[src/inc/fcm_consts.svh]
`ifndef FCM_CONSTS_SVH
`define FCM_CONSTS_SVH

// ----------------------------------------------------------------
// register offsets (byte addresses, one word each)
// ----------------------------------------------------------------
`define FCM_OFS_CTRL    8'h00
`define FCM_OFS_ADDR    8'h04
`define FCM_OFS_DATA1   8'h08
`define FCM_OFS_DATA2   8'h0c
`define FCM_OFS_STATUS  8'h10
`define FCM_OFS_RDATA   8'h14

// ----------------------------------------------------------------
// field positions
// ----------------------------------------------------------------
`define FCM_CTRL_START  0
`define FCM_CTRL_OP_LO  1
`define FCM_CTRL_RESET  4
`define FCM_ST_BUSY     0
`define FCM_ST_REFUSED  1
`define FCM_ST_IDLOCK   2
`define FCM_ST_QUERY    3
`define FCM_ST_RESET    4

// ----------------------------------------------------------------
// flash command codes
// ----------------------------------------------------------------
`define FCM_CMD_RESERVED 8'h00
`define FCM_CMD_READ_ARR 8'hff
`define FCM_CMD_READ_ID  8'h90
`define FCM_CMD_QUERY    8'h98

// ----------------------------------------------------------------
// timing: ns as printed, cycles derived (least times round up)
// ----------------------------------------------------------------
`define FCM_CLK_NS      20
`define FCM_T_WP_NS     60
`define FCM_T_ACC_NS    80
`define FCM_T_RP_NS     100
`define FCM_WP_CYC  ((`FCM_T_WP_NS + `FCM_CLK_NS - 1) / `FCM_CLK_NS)
`define FCM_ACC_CYC ((`FCM_T_ACC_NS + `FCM_CLK_NS - 1) / `FCM_CLK_NS)
`define FCM_RP_CYC  ((`FCM_T_RP_NS + `FCM_CLK_NS - 1) / `FCM_CLK_NS)
`define FCM_SYNC_CYC 2
`define FCM_RD_CYC  (`FCM_ACC_CYC + `FCM_SYNC_CYC)

`endif

[src/inc/fcm_pkg.sv]
package fcm_pkg;
    typedef enum logic [2:0] {
        S_RST, S_IDLE, S_SETUP, S_WLOW, S_WHOLD, S_GAP, S_RLOW
    } fcm_state_t;

    typedef enum logic [1:0] {
        OP_WR1, OP_WR2, OP_WRRD, OP_RD
    } fcm_op_t;
endpackage

[src/core/fcm_flash_host.sv]
// Added by the designer: the placing of the registers and the APB interface to the registers.
`timescale 1ns/1ps
`include "fcm_consts.svh"
// How it works
// - status read is a command write then a read; oe falls last.
// - host never issues the reserved code 00h.
// - reads hold chip select and output enable low, write enable and reset high, data drive off.
// - identification command goes to the bank holding address zero.
// - after identification, read-array to bank zero precedes any command.
// - query command goes to bank zero; read-array to bank zero leaves query mode.
module fcm_flash_host
    import fcm_pkg::*;
#(
    parameter int            ADDR_W     = 22,
    parameter logic [31:0]   BANK0_LAST = 32'h000fffff
) (
    input  wire logic              mclk,
    input  wire logic              nrst,
    input  wire logic              psel,
    input  wire logic              penable,
    input  wire logic              pwrite,
    input  wire logic [7:0]        paddr,
    input  wire logic [31:0]       pwdata,
    output logic [31:0]            prdata,
    output logic                   pready,
    output logic                   pslverr,
    output logic                   flash_ce_n,
    output logic                   flash_oe_n,
    output logic                   flash_we_n,
    output logic                   flash_reset_powerdown_n,
    output logic [ADDR_W-1:0]      flash_addr,
    input  wire logic [15:0]       flash_dq_in,
    output logic [15:0]            flash_dq_out,
    output logic                   flash_dq_oe
);

    generate
        if (ADDR_W < 8 || ADDR_W > 31) begin : g_bad_width
            $error("fcm_flash_host: ADDR_W must lie in 8..31");
        end
    endgenerate

    // ------------------------------------------------------------
    // state
    // ------------------------------------------------------------
    typedef struct packed {
        fcm_state_t          st;
        logic [7:0]          cnt;
        logic                second;
        fcm_op_t             op;
        logic [ADDR_W-1:0]   areg;
        logic [15:0]         d1;
        logic [15:0]         d2;
        logic [15:0]         rd;
        logic                busy;
        logic                refused;
        logic                id_lock;
        logic                query;
        logic                ce_n;
        logic                oe_n;
        logic                we_n;
        logic                rp_n;
        logic                dq_oe;
        logic [15:0]         dq_out;
        logic [ADDR_W-1:0]   a;
        logic [15:0]         s1;
        logic [15:0]         s2;
        logic                pready;
        logic                pslverr;
        logic [31:0]         prdata;
    } fcm_regs_t;

    fcm_regs_t r;
    fcm_regs_t next_r;

    function automatic logic [2:0] fcm_sel(input logic [7:0] adr);
        case (adr)
            `FCM_OFS_CTRL:   fcm_sel = 3'h1;
            `FCM_OFS_ADDR:   fcm_sel = 3'h2;
            `FCM_OFS_DATA1:  fcm_sel = 3'h3;
            `FCM_OFS_DATA2:  fcm_sel = 3'h4;
            `FCM_OFS_STATUS: fcm_sel = 3'h5;
            `FCM_OFS_RDATA:  fcm_sel = 3'h6;
            default:         fcm_sel = 3'h0;
        endcase
    endfunction

    function automatic logic in_bank0(input logic [ADDR_W-1:0] adr);
        in_bank0 = 32'(adr) <= BANK0_LAST;
    endfunction

    // ------------------------------------------------------------
    // next state
    // ------------------------------------------------------------
    always_comb begin
        logic       access;
        logic [2:0] sel;
        logic       start;
        logic       rst_req;
        logic       bad;
        logic [7:0] code;
        fcm_op_t    op_new;
        logic       done;
        access  = psel && penable && !r.pready;
        sel     = fcm_sel(paddr);
        start   = 1'b0;
        rst_req = 1'b0;
        bad     = 1'b0;
        done    = 1'b0;
        code    = r.d1[7:0];
        op_new  = fcm_op_t'(pwdata[`FCM_CTRL_OP_LO +: 2]);
        next_r  = r;
        next_r.s1      = flash_dq_in;
        next_r.s2      = r.s1;
        next_r.pready  = 1'b0;
        next_r.pslverr = 1'b0;

        // apb slave: answers one cycle into the access phase
        if (access) begin
            next_r.pready = 1'b1;
            next_r.prdata = 32'h0;
            if (sel == 3'h0) begin
                next_r.pslverr = 1'b1;
            end else if (pwrite) begin
                // operands are frozen while a cycle runs on the pins
                case (sel)
                    3'h1: begin
                        start   = pwdata[`FCM_CTRL_START];
                        rst_req = pwdata[`FCM_CTRL_RESET];
                    end
                    3'h2: if (!r.busy) next_r.areg = pwdata[ADDR_W-1:0];
                    3'h3: if (!r.busy) next_r.d1 = pwdata[15:0];
                    3'h4: if (!r.busy) next_r.d2 = pwdata[15:0];
                    3'h5: if (pwdata[`FCM_ST_REFUSED])
                        next_r.refused = 1'b0;
                    default: ;
                endcase
            end else begin
                case (sel)
                    3'h2: next_r.prdata = 32'(r.areg);
                    3'h3: next_r.prdata = {16'h0, r.d1};
                    3'h4: next_r.prdata = {16'h0, r.d2};
                    3'h5: next_r.prdata = {27'h0, !r.rp_n, r.query,
                                           r.id_lock, r.refused, r.busy};
                    3'h6: next_r.prdata = {16'h0, r.rd};
                    default: next_r.prdata = 32'h0;
                endcase
            end
        end

        // command screening before anything reaches the pins
        if (start) begin
            if (op_new != OP_RD) begin
                if (code == `FCM_CMD_RESERVED)
                    bad = 1'b1;
                if ((code == `FCM_CMD_READ_ID || code == `FCM_CMD_QUERY)
                    && !in_bank0(r.areg))
                    bad = 1'b1;
                if (r.id_lock && !(code == `FCM_CMD_READ_ARR
                    && in_bank0(r.areg)))
                    bad = 1'b1;
            end
            if (r.st != S_IDLE || rst_req)
                bad = 1'b1;
        end
        // refusal set wins over a clear in the same cycle
        if (start && bad)
            next_r.refused = 1'b1;

        case (r.st)
            S_RST: begin
                if (r.cnt <= 8'h01) begin
                    next_r.rp_n  = 1'b1;
                    // device is back in read-array mode here
                    next_r.id_lock = 1'b0;
                    next_r.query   = 1'b0;
                    next_r.st    = S_IDLE;
                end else begin
                    next_r.cnt = r.cnt - 8'h01;
                end
            end
            S_IDLE: begin
                if (rst_req) begin
                    next_r.rp_n = 1'b0;
                    next_r.cnt  = 8'(`FCM_RP_CYC);
                    next_r.st   = S_RST;
                end else if (start && !bad) begin
                    next_r.busy   = 1'b1;
                    next_r.second = 1'b0;
                    next_r.op     = op_new;
                    next_r.a      = r.areg;
                    next_r.ce_n   = 1'b0;
                    next_r.st     = S_SETUP;
                end
            end
            S_SETUP: begin
                if (r.op == OP_RD || (r.op == OP_WRRD && r.second)) begin
                    next_r.oe_n = 1'b0;
                    next_r.cnt  = 8'(`FCM_RD_CYC);
                    next_r.st   = S_RLOW;
                end else begin
                    next_r.we_n   = 1'b0;
                    next_r.dq_oe  = 1'b1;
                    next_r.dq_out = r.second ? r.d2 : r.d1;
                    next_r.cnt    = 8'(`FCM_WP_CYC);
                    next_r.st     = S_WLOW;
                end
            end
            S_WLOW: begin
                if (r.cnt <= 8'h01) begin
                    next_r.we_n = 1'b1;
                    next_r.st   = S_WHOLD;
                end else begin
                    next_r.cnt = r.cnt - 8'h01;
                end
            end
            S_WHOLD: begin
                // data held one cycle past the rising write strobe
                next_r.dq_oe = 1'b0;
                next_r.ce_n  = 1'b1;
                if (r.op != OP_WR1 && !r.second) begin
                    next_r.second = 1'b1;
                    next_r.st     = S_GAP;
                end else begin
                    next_r.busy = 1'b0;
                    next_r.st   = S_IDLE;
                    done        = 1'b1;
                end
            end
            S_GAP: begin
                // chip select dropped first so output or write enable falls last
                next_r.ce_n = 1'b0;
                next_r.st   = S_SETUP;
            end
            S_RLOW: begin
                if (r.cnt <= 8'h01) begin
                    next_r.rd   = r.s2;
                    next_r.oe_n = 1'b1;
                    next_r.ce_n = 1'b1;
                    next_r.busy = 1'b0;
                    next_r.st   = S_IDLE;
                    done        = 1'b1;
                end else begin
                    next_r.cnt = r.cnt - 8'h01;
                end
            end
            default: begin
                next_r.st = S_IDLE;
            end
        endcase

        // a write-then-read also leaves the partition in id or query mode
        if (done && r.op != OP_RD) begin
            if (code == `FCM_CMD_READ_ID)
                next_r.id_lock = 1'b1;
            if (code == `FCM_CMD_QUERY)
                next_r.query = 1'b1;
            if (code == `FCM_CMD_READ_ARR && in_bank0(r.a)) begin
                next_r.id_lock = 1'b0;
                next_r.query   = 1'b0;
            end
        end
    end

    always_ff @(posedge mclk) begin
        if (!nrst) begin
            r      <= '0;
            r.ce_n <= 1'b1;
            r.oe_n <= 1'b1;
            r.we_n <= 1'b1;
            r.cnt  <= 8'(`FCM_RP_CYC);
        end else begin
            r <= next_r;
        end
    end

    assign prdata                  = r.prdata;
    assign pready                  = r.pready;
    assign pslverr                 = r.pslverr;
    assign flash_ce_n              = r.ce_n;
    assign flash_oe_n              = r.oe_n;
    assign flash_we_n              = r.we_n;
    assign flash_reset_powerdown_n = r.rp_n;
    assign flash_addr              = r.a;
    assign flash_dq_out            = r.dq_out;
    assign flash_dq_oe             = r.dq_oe;
endmodule

[config.mk]
export PLATFORM = sky130hd
export DESIGN_NAME = fcm_flash_host
export DESIGN_NICKNAME = d
export VERILOG_FILES = /design/src/inc/fcm_pkg.sv /design/src/core/fcm_flash_host.sv
export VERILOG_INCLUDE_DIRS = /design/src /design/src/inc
export SDC_FILE = /design/constraint.sdc
export NUM_CORES = 1
export LEC_CHECK = 0
export BUFFER_PORTS_ARGS = -buffer_cell sky130_fd_sc_hd__buf_2
export CAP_MARGIN = 20
export CORE_UTILIZATION = 51
export CTS_BUF_LIST = sky130_fd_sc_hd__clkbuf_8
export CTS_CLUSTER_DIAMETER = 200
export DETAILED_ROUTE_END_ITERATION = 16
export GPL_TIMING_DRIVEN = 0
export PLACE_DENSITY = 0.84
export SETUP_SLACK_MARGIN = 0.15
export SLEW_MARGIN = 20
export SYNTH_ARGS = -nofsm -noshare
export SYNTH_HDL_FRONTEND = slang
export SYNTH_SLANG_ARGS = --single-unit
[constraint.sdc]
create_clock -name mclk -period 3.5 [get_ports mclk]
set_input_delay 0.875 -clock mclk [delete_from_list [all_inputs] [get_ports mclk]]
set_output_delay 0.875 -clock mclk [all_outputs]
set_load 0.02 [all_outputs]
### After elaboration in Yosys (flattened, before gate mapping)

Cells that the tools add are included.

* flip-flop bits (word level): 197
* input port bits: 61
* output and inout port bits: 77
* word-level logic and storage cells: 195

* add/sub/neg operators: 1
* $lt $le $gt $ge: 3
* equal/unequal tests: 39
* mux-type cells: 68
* bitwise logic cells: 4
* reduce and logical (&&, ||, !) cells: 56

Operators by type and width (count)
* case mux 22 bit (5 select lines): 1
* less-or-equal comparator 22 x 20 -> 1 bit (second input constant): 2
* 2-to-1 mux 22 bit: 2
* 2-to-1 mux 1 bit: 36
* case mux 3 bit (6 select lines): 2
* 2-to-1 mux 34 bit: 1
* inequality test 2 bit (second input constant): 13
* AND reduction 5 bit: 5
* == test 8 bit (second input constant): 3
* case mux 8 bit (3 select lines): 1
* 2-to-1 mux 3 bit: 7
* nonzero test 2 bit: 10
* == test 3 bit (second input constant): 6
* AND reduction 3 bit: 6
* 2-to-1 mux 17 bit: 1
* == test 8 x 4 -> 1 bit (second input constant): 2
* == test 8 x 5 -> 1 bit (second input constant): 2
* logical NOT 8 bit: 2
* 2-to-1 mux 16 bit: 1
* 2-to-1 mux 8 bit: 2
* == test 3 x 2 -> 1 bit (second input constant): 4
* case mux 1 bit (2 select lines): 6
* logical AND 1 bit: 11
* 2-to-1 mux 11 bit: 1
* 21 further kinds: 44

### Longest topological paths before layout

* word-level depth: 15
* gate-level depth with buffers: 9
* depth with buffers taken out: 7

### Worst setup path before layout

Ideal clock, no wire load.

* path type: input-to-reg
* start: in paddr[3]
* end: reg r[189] (netlist name)
* library setup time: 0.072 ns
* data arrival time: 2.680 ns
* required time: 3.428 ns
* path slack: 0.748 ns
* stages: 6
* buffers on the path: 1
* cell sequence: or4_4 or2_0 buf_2 o32a_4 a2111oi_4 mux2i_1

* word-level cells in the longest chain between the ends: 9
* elaborated cells on any way between the ends: 15
* those cells by class: eq/ne (7); mux (5); reduce/logical (3)

Ends and longest elaborated chain
* start, declared: line fcm_flash_host.sv:22 `input wire logic [7:0] paddr,`
* == test 8 x 5 -> 1 bit (tied with other cells): line fcm_flash_host.sv:77 `case (adr)`
* case mux 3 bit (6 select lines) *: line fcm_flash_host.sv:77
* == test 3 x 1 -> 1 bit: line fcm_flash_host.sv:126 `case (sel)`
* 2-to-1 mux 1 bit: line fcm_flash_host.sv:126
* 2-to-1 mux 1 bit: line fcm_flash_host.sv:124 `end else if (pwrite) begin`
* 2-to-1 mux 1 bit *: line fcm_flash_host.sv:122 `if (sel == 3'h0) begin`
* 2-to-1 mux 1 bit *: line fcm_flash_host.sv:119 `if (access) begin`
* inequality test 2 bit (no source line) *
* AND reduction 3 bit (no source line) *
* end signal, assigned: line fcm_flash_host.sv:273 `r <= next_r;`
* end, declared: line fcm_flash_host.sv:73 `fcm_regs_t r;`

Every way passes the cells marked *; elsewhere a longest branch is shown, timed or not.
A chain may end at the register's enable or synchronous reset.

### Worst setup path after layout

* start: in paddr[3]
* end: reg r (netlist bit flash_addr[16])

* word-level cells in the longest chain between the ends: 13
* elaborated cells on any way between the ends: 24
* those cells by class: eq/ne (6); mux (11); bitwise (1); reduce/logical (6)

Ends and longest elaborated chain
* == test 8 x 5 -> 1 bit (tied with other cells): line fcm_flash_host.sv:77
* case mux 3 bit (6 select lines) *: line fcm_flash_host.sv:77
* == test 3 x 1 -> 1 bit: line fcm_flash_host.sv:126
* 2-to-1 mux 1 bit: line fcm_flash_host.sv:126
* 2-to-1 mux 1 bit: line fcm_flash_host.sv:124
* 2-to-1 mux 1 bit: line fcm_flash_host.sv:122
* 2-to-1 mux 1 bit: line fcm_flash_host.sv:119
* logical OR 1 bit: line fcm_flash_host.sv:163 `if (r.st != S_IDLE || rst_req)`
* 2-to-1 mux 1 bit: line fcm_flash_host.sv:163
* 2-to-1 mux 1 bit: line fcm_flash_host.sv:152 `if (start) begin`
* logical NOT 1 bit: line fcm_flash_host.sv:187 `end else if (start && !bad) begin`
* logical AND 1 bit: line fcm_flash_host.sv:187
* AND reduction 3 bit (no source line) *

Marks and branches as above.

==> metrics <==
Routed Antenna Nets 0; Sum Neg Setup Slack 0 ns; setup bufs post-CTS 0; hold_buf cts 0; total gr overflow 0; Bufs and invs on worst path 2; worst stage delay on the critical path approximately 0.58 ns; DRT Pass-1 Iters 6; fin util 0.610; Die ar. 16,300 µm²; fin crit period 2.95 ns; CTS buffer count 17; status finished, final reports clean; area delta synth->final 15.7%; initial cell density of the core 0.527; wire per inst 15.7 µm; ANT cells 0; Layout Nets 1,119; DR vias/cell 5.53; DR iter-0 viols ~810; vias in the first global route 6,379; CTS tree yes; number of remaining DRC errors 0; Syn Area/Cell 8.86 µm²; Final Max Slew Viols 0; achievable clock frequency 339 MHz; Setup violations, final 0; first-pass GRT wire length 31.7 mm; H-tree levels 4; Mapped Cells 911; hpwl dp 14.8 mm; share of cells above drive strength 1 0.240; CTS Buffer Depth 2; Clock Pin Slew Worst Setup and Hold Paths 0.09 ns; Die H 128 µm; Tot Pwr ~5.0 mW; clock skew 0.0139 ns; post-synth cell types 65; register area share after synthesis 0.464; Peak VDD IR 334 µV; worst endpoint required time 3.86 ns; via count 7,079; multi-input logic area 3550 µm²; Die X 128 µm; worst-skew pair later-pin latency 0.48 ns; data arrival time of the worst path 3.31 ns; HP Class reg -> reg; top_reg_cell synth dfxtp_1; GRT Overall Usage 0.252; startpoint types primary input; mapped cell area 8070 µm²; Yosys warnings 0; non-filler cells, final 1,279; clk root buf clkbuf_8; initial antenna violation count 0; critical path's slowest cell o2111ai_1; Post-synth EDFFs 0; largest net degree at the start of global routing 17; I/O Pins 138; PortBufs 117; Setup CP Type in -> reg; gpl congestion 0.949; Largest delay share family, worst path simple AND/OR/NAND/NOR gates; Crit Path Max Fanout 10; RSZ-0062 raised after global routing false; max cap viols 0; period utilization 0.843; Placed Cells approximately 1,200; Sink Count approximately 190; ys async rst share 0; worst path cell trace buf_2 -> or4_4 -> nor4_2 -> o2111ai_1 -> clkbuf_1 -> o21ai_0 -> a21oi_1; flops & latches, synth roughly 190; num rows 45; WHS 0.431 ns; register area 3740 µm²; most frequent cells in the layout dfxtp_1, buf_2, nand2_1; Final Hold Viols 0; final WL 20.1 mm; critical path capture point type flip-flop; Core Area 15,300 µm²; Slew @ Worst Pin 1.10 ns; # fillers 1,376; Resized Gates After CTS 0; Power per Cell Area 532 nW/µm²; most common cell after layout, fill and taps aside dfxtp_1; relative slew slack 0.259; Pleak 3.80 nW
-- cells by family after synthesis --
kind of cell / count (synthesis) / share of synthesized area
AND/OR/NAND/NOR: 296 / 0.173
AO/OA/AOI/OAI: 209 / 0.165
flip-flops: 187 / 0.464
buffers and inverters: 142 / 0.101
multiplexers: 69 / 0.0881
adder cells (fa/ha/maj): 4 / 0.00558
XOR/XNOR: 3 / 0.00326
other: 1 / 0.000465
-- synthesized netlist by cell type (3+ instances only) --
library cell	number	area (µm²)
clkbuf_1	46	173
nor2_1	62	233
a211oi_1	20	150
nor3_1	8	40.0
nand3_1	34	170
o21ai_1	3	15.0
nand3b_1	3	22.5
o21ai_0	50	250
nor2b_1	3	18.8
nand2_1	117	439
a21boi_0	5	37.5
or4_1	3	22.5
mux2i_1	53	531
a21oi_1	83	415
a21o_1	3	22.5
inv_1	11	41.3
buf_2	10	50.1
nand4_1	4	25.0
o311ai_0	7	61.3
and2_1	34	213
a222oi_1	17	170
nand2b_1	6	37.5
dfxtp_1	187	3740
buf_4	71	533
nor4_1	4	25.0
mux2_2	16	180
-- worst paths after layout --
path | slack, ns | start | end | cells after the start
worst min-delay path | 0.43 | r[43] | r[122] | 2
worst max-delay path | 0.55 | paddr[3] | flash_addr[16] | 7
worst min register to register | 0.43 | r[43] | r[122] | 2
worst max register to register | 0.79 | pready | flash_addr[16] | 7
-- registers in the layout, indices dropped and copies added, names as in the netlist --
signal,flops
pslverr,1
prdata,22
flash_dq_oe,1
flash_we_n,1
flash_ce_n,1
flash_reset_powerdown_n,1
r,104
flash_addr,22
flash_dq_out,16
flash_oe_n,1
next_r,16
pready,1
-- stage by stage --
stage	cell area (µm²)	setup WS, ns
after global routing	9340	0.392
after global placement	8950	0.246
after CTS	9340	0.663
final	9340	0.551
after floorplan	8100	0.748
after detailed placement	8950	0.188
-- where the power goes --
part | switching (mW) | leakage, nW | internal [mW] | total (mW)
registers | 0.0867 | 1.52 | 2.26 | 2.35
logic | 0.756 | 2.08 | 0.451 | 1.21
clock network | 0.751 | 0.201 | 0.664 | 1.41
-- tightest hold or removal path: cells and delay by family, from the launching register on --
kind | cells | cell delay, ns
AOI/OAI and AO/OA | 1 | 0.05
and+or+nand+nor | 1 | 0.05
DFF | 1 | 0.30
-- layer usage --
| metal | up-vias | GRT usage | wire length [µm] |
|---|---|---|---|
| met5 | - | 0 | 0 |
| met4 | 0 | 0.114 | 766 |
| met3 | 72 | 0.0609 | 1710 |
| met2 | 368 | 0.412 | 9350 |
| met1 | 3244 | 0.313 | 8230 |
| li1 | 3395 | - | - |
-- layout make-up --
| class | count | area share |
|---|---|---|
| inverters | 13 | 0.00523 |
| plain buffers | 129 | 0.0819 |
| well taps | 211 | 0.0283 |
| clock buffers | 19 | 0.0280 |
| multi-input cells | 591 | 0.380 |
| clock inverters | 12 | 0.0133 |
| repair buffers | 117 | 0.0627 |
| flip-flops and latches | 187 | 0.401 |
Note: power is estimated with default switching activity, not from simulation.
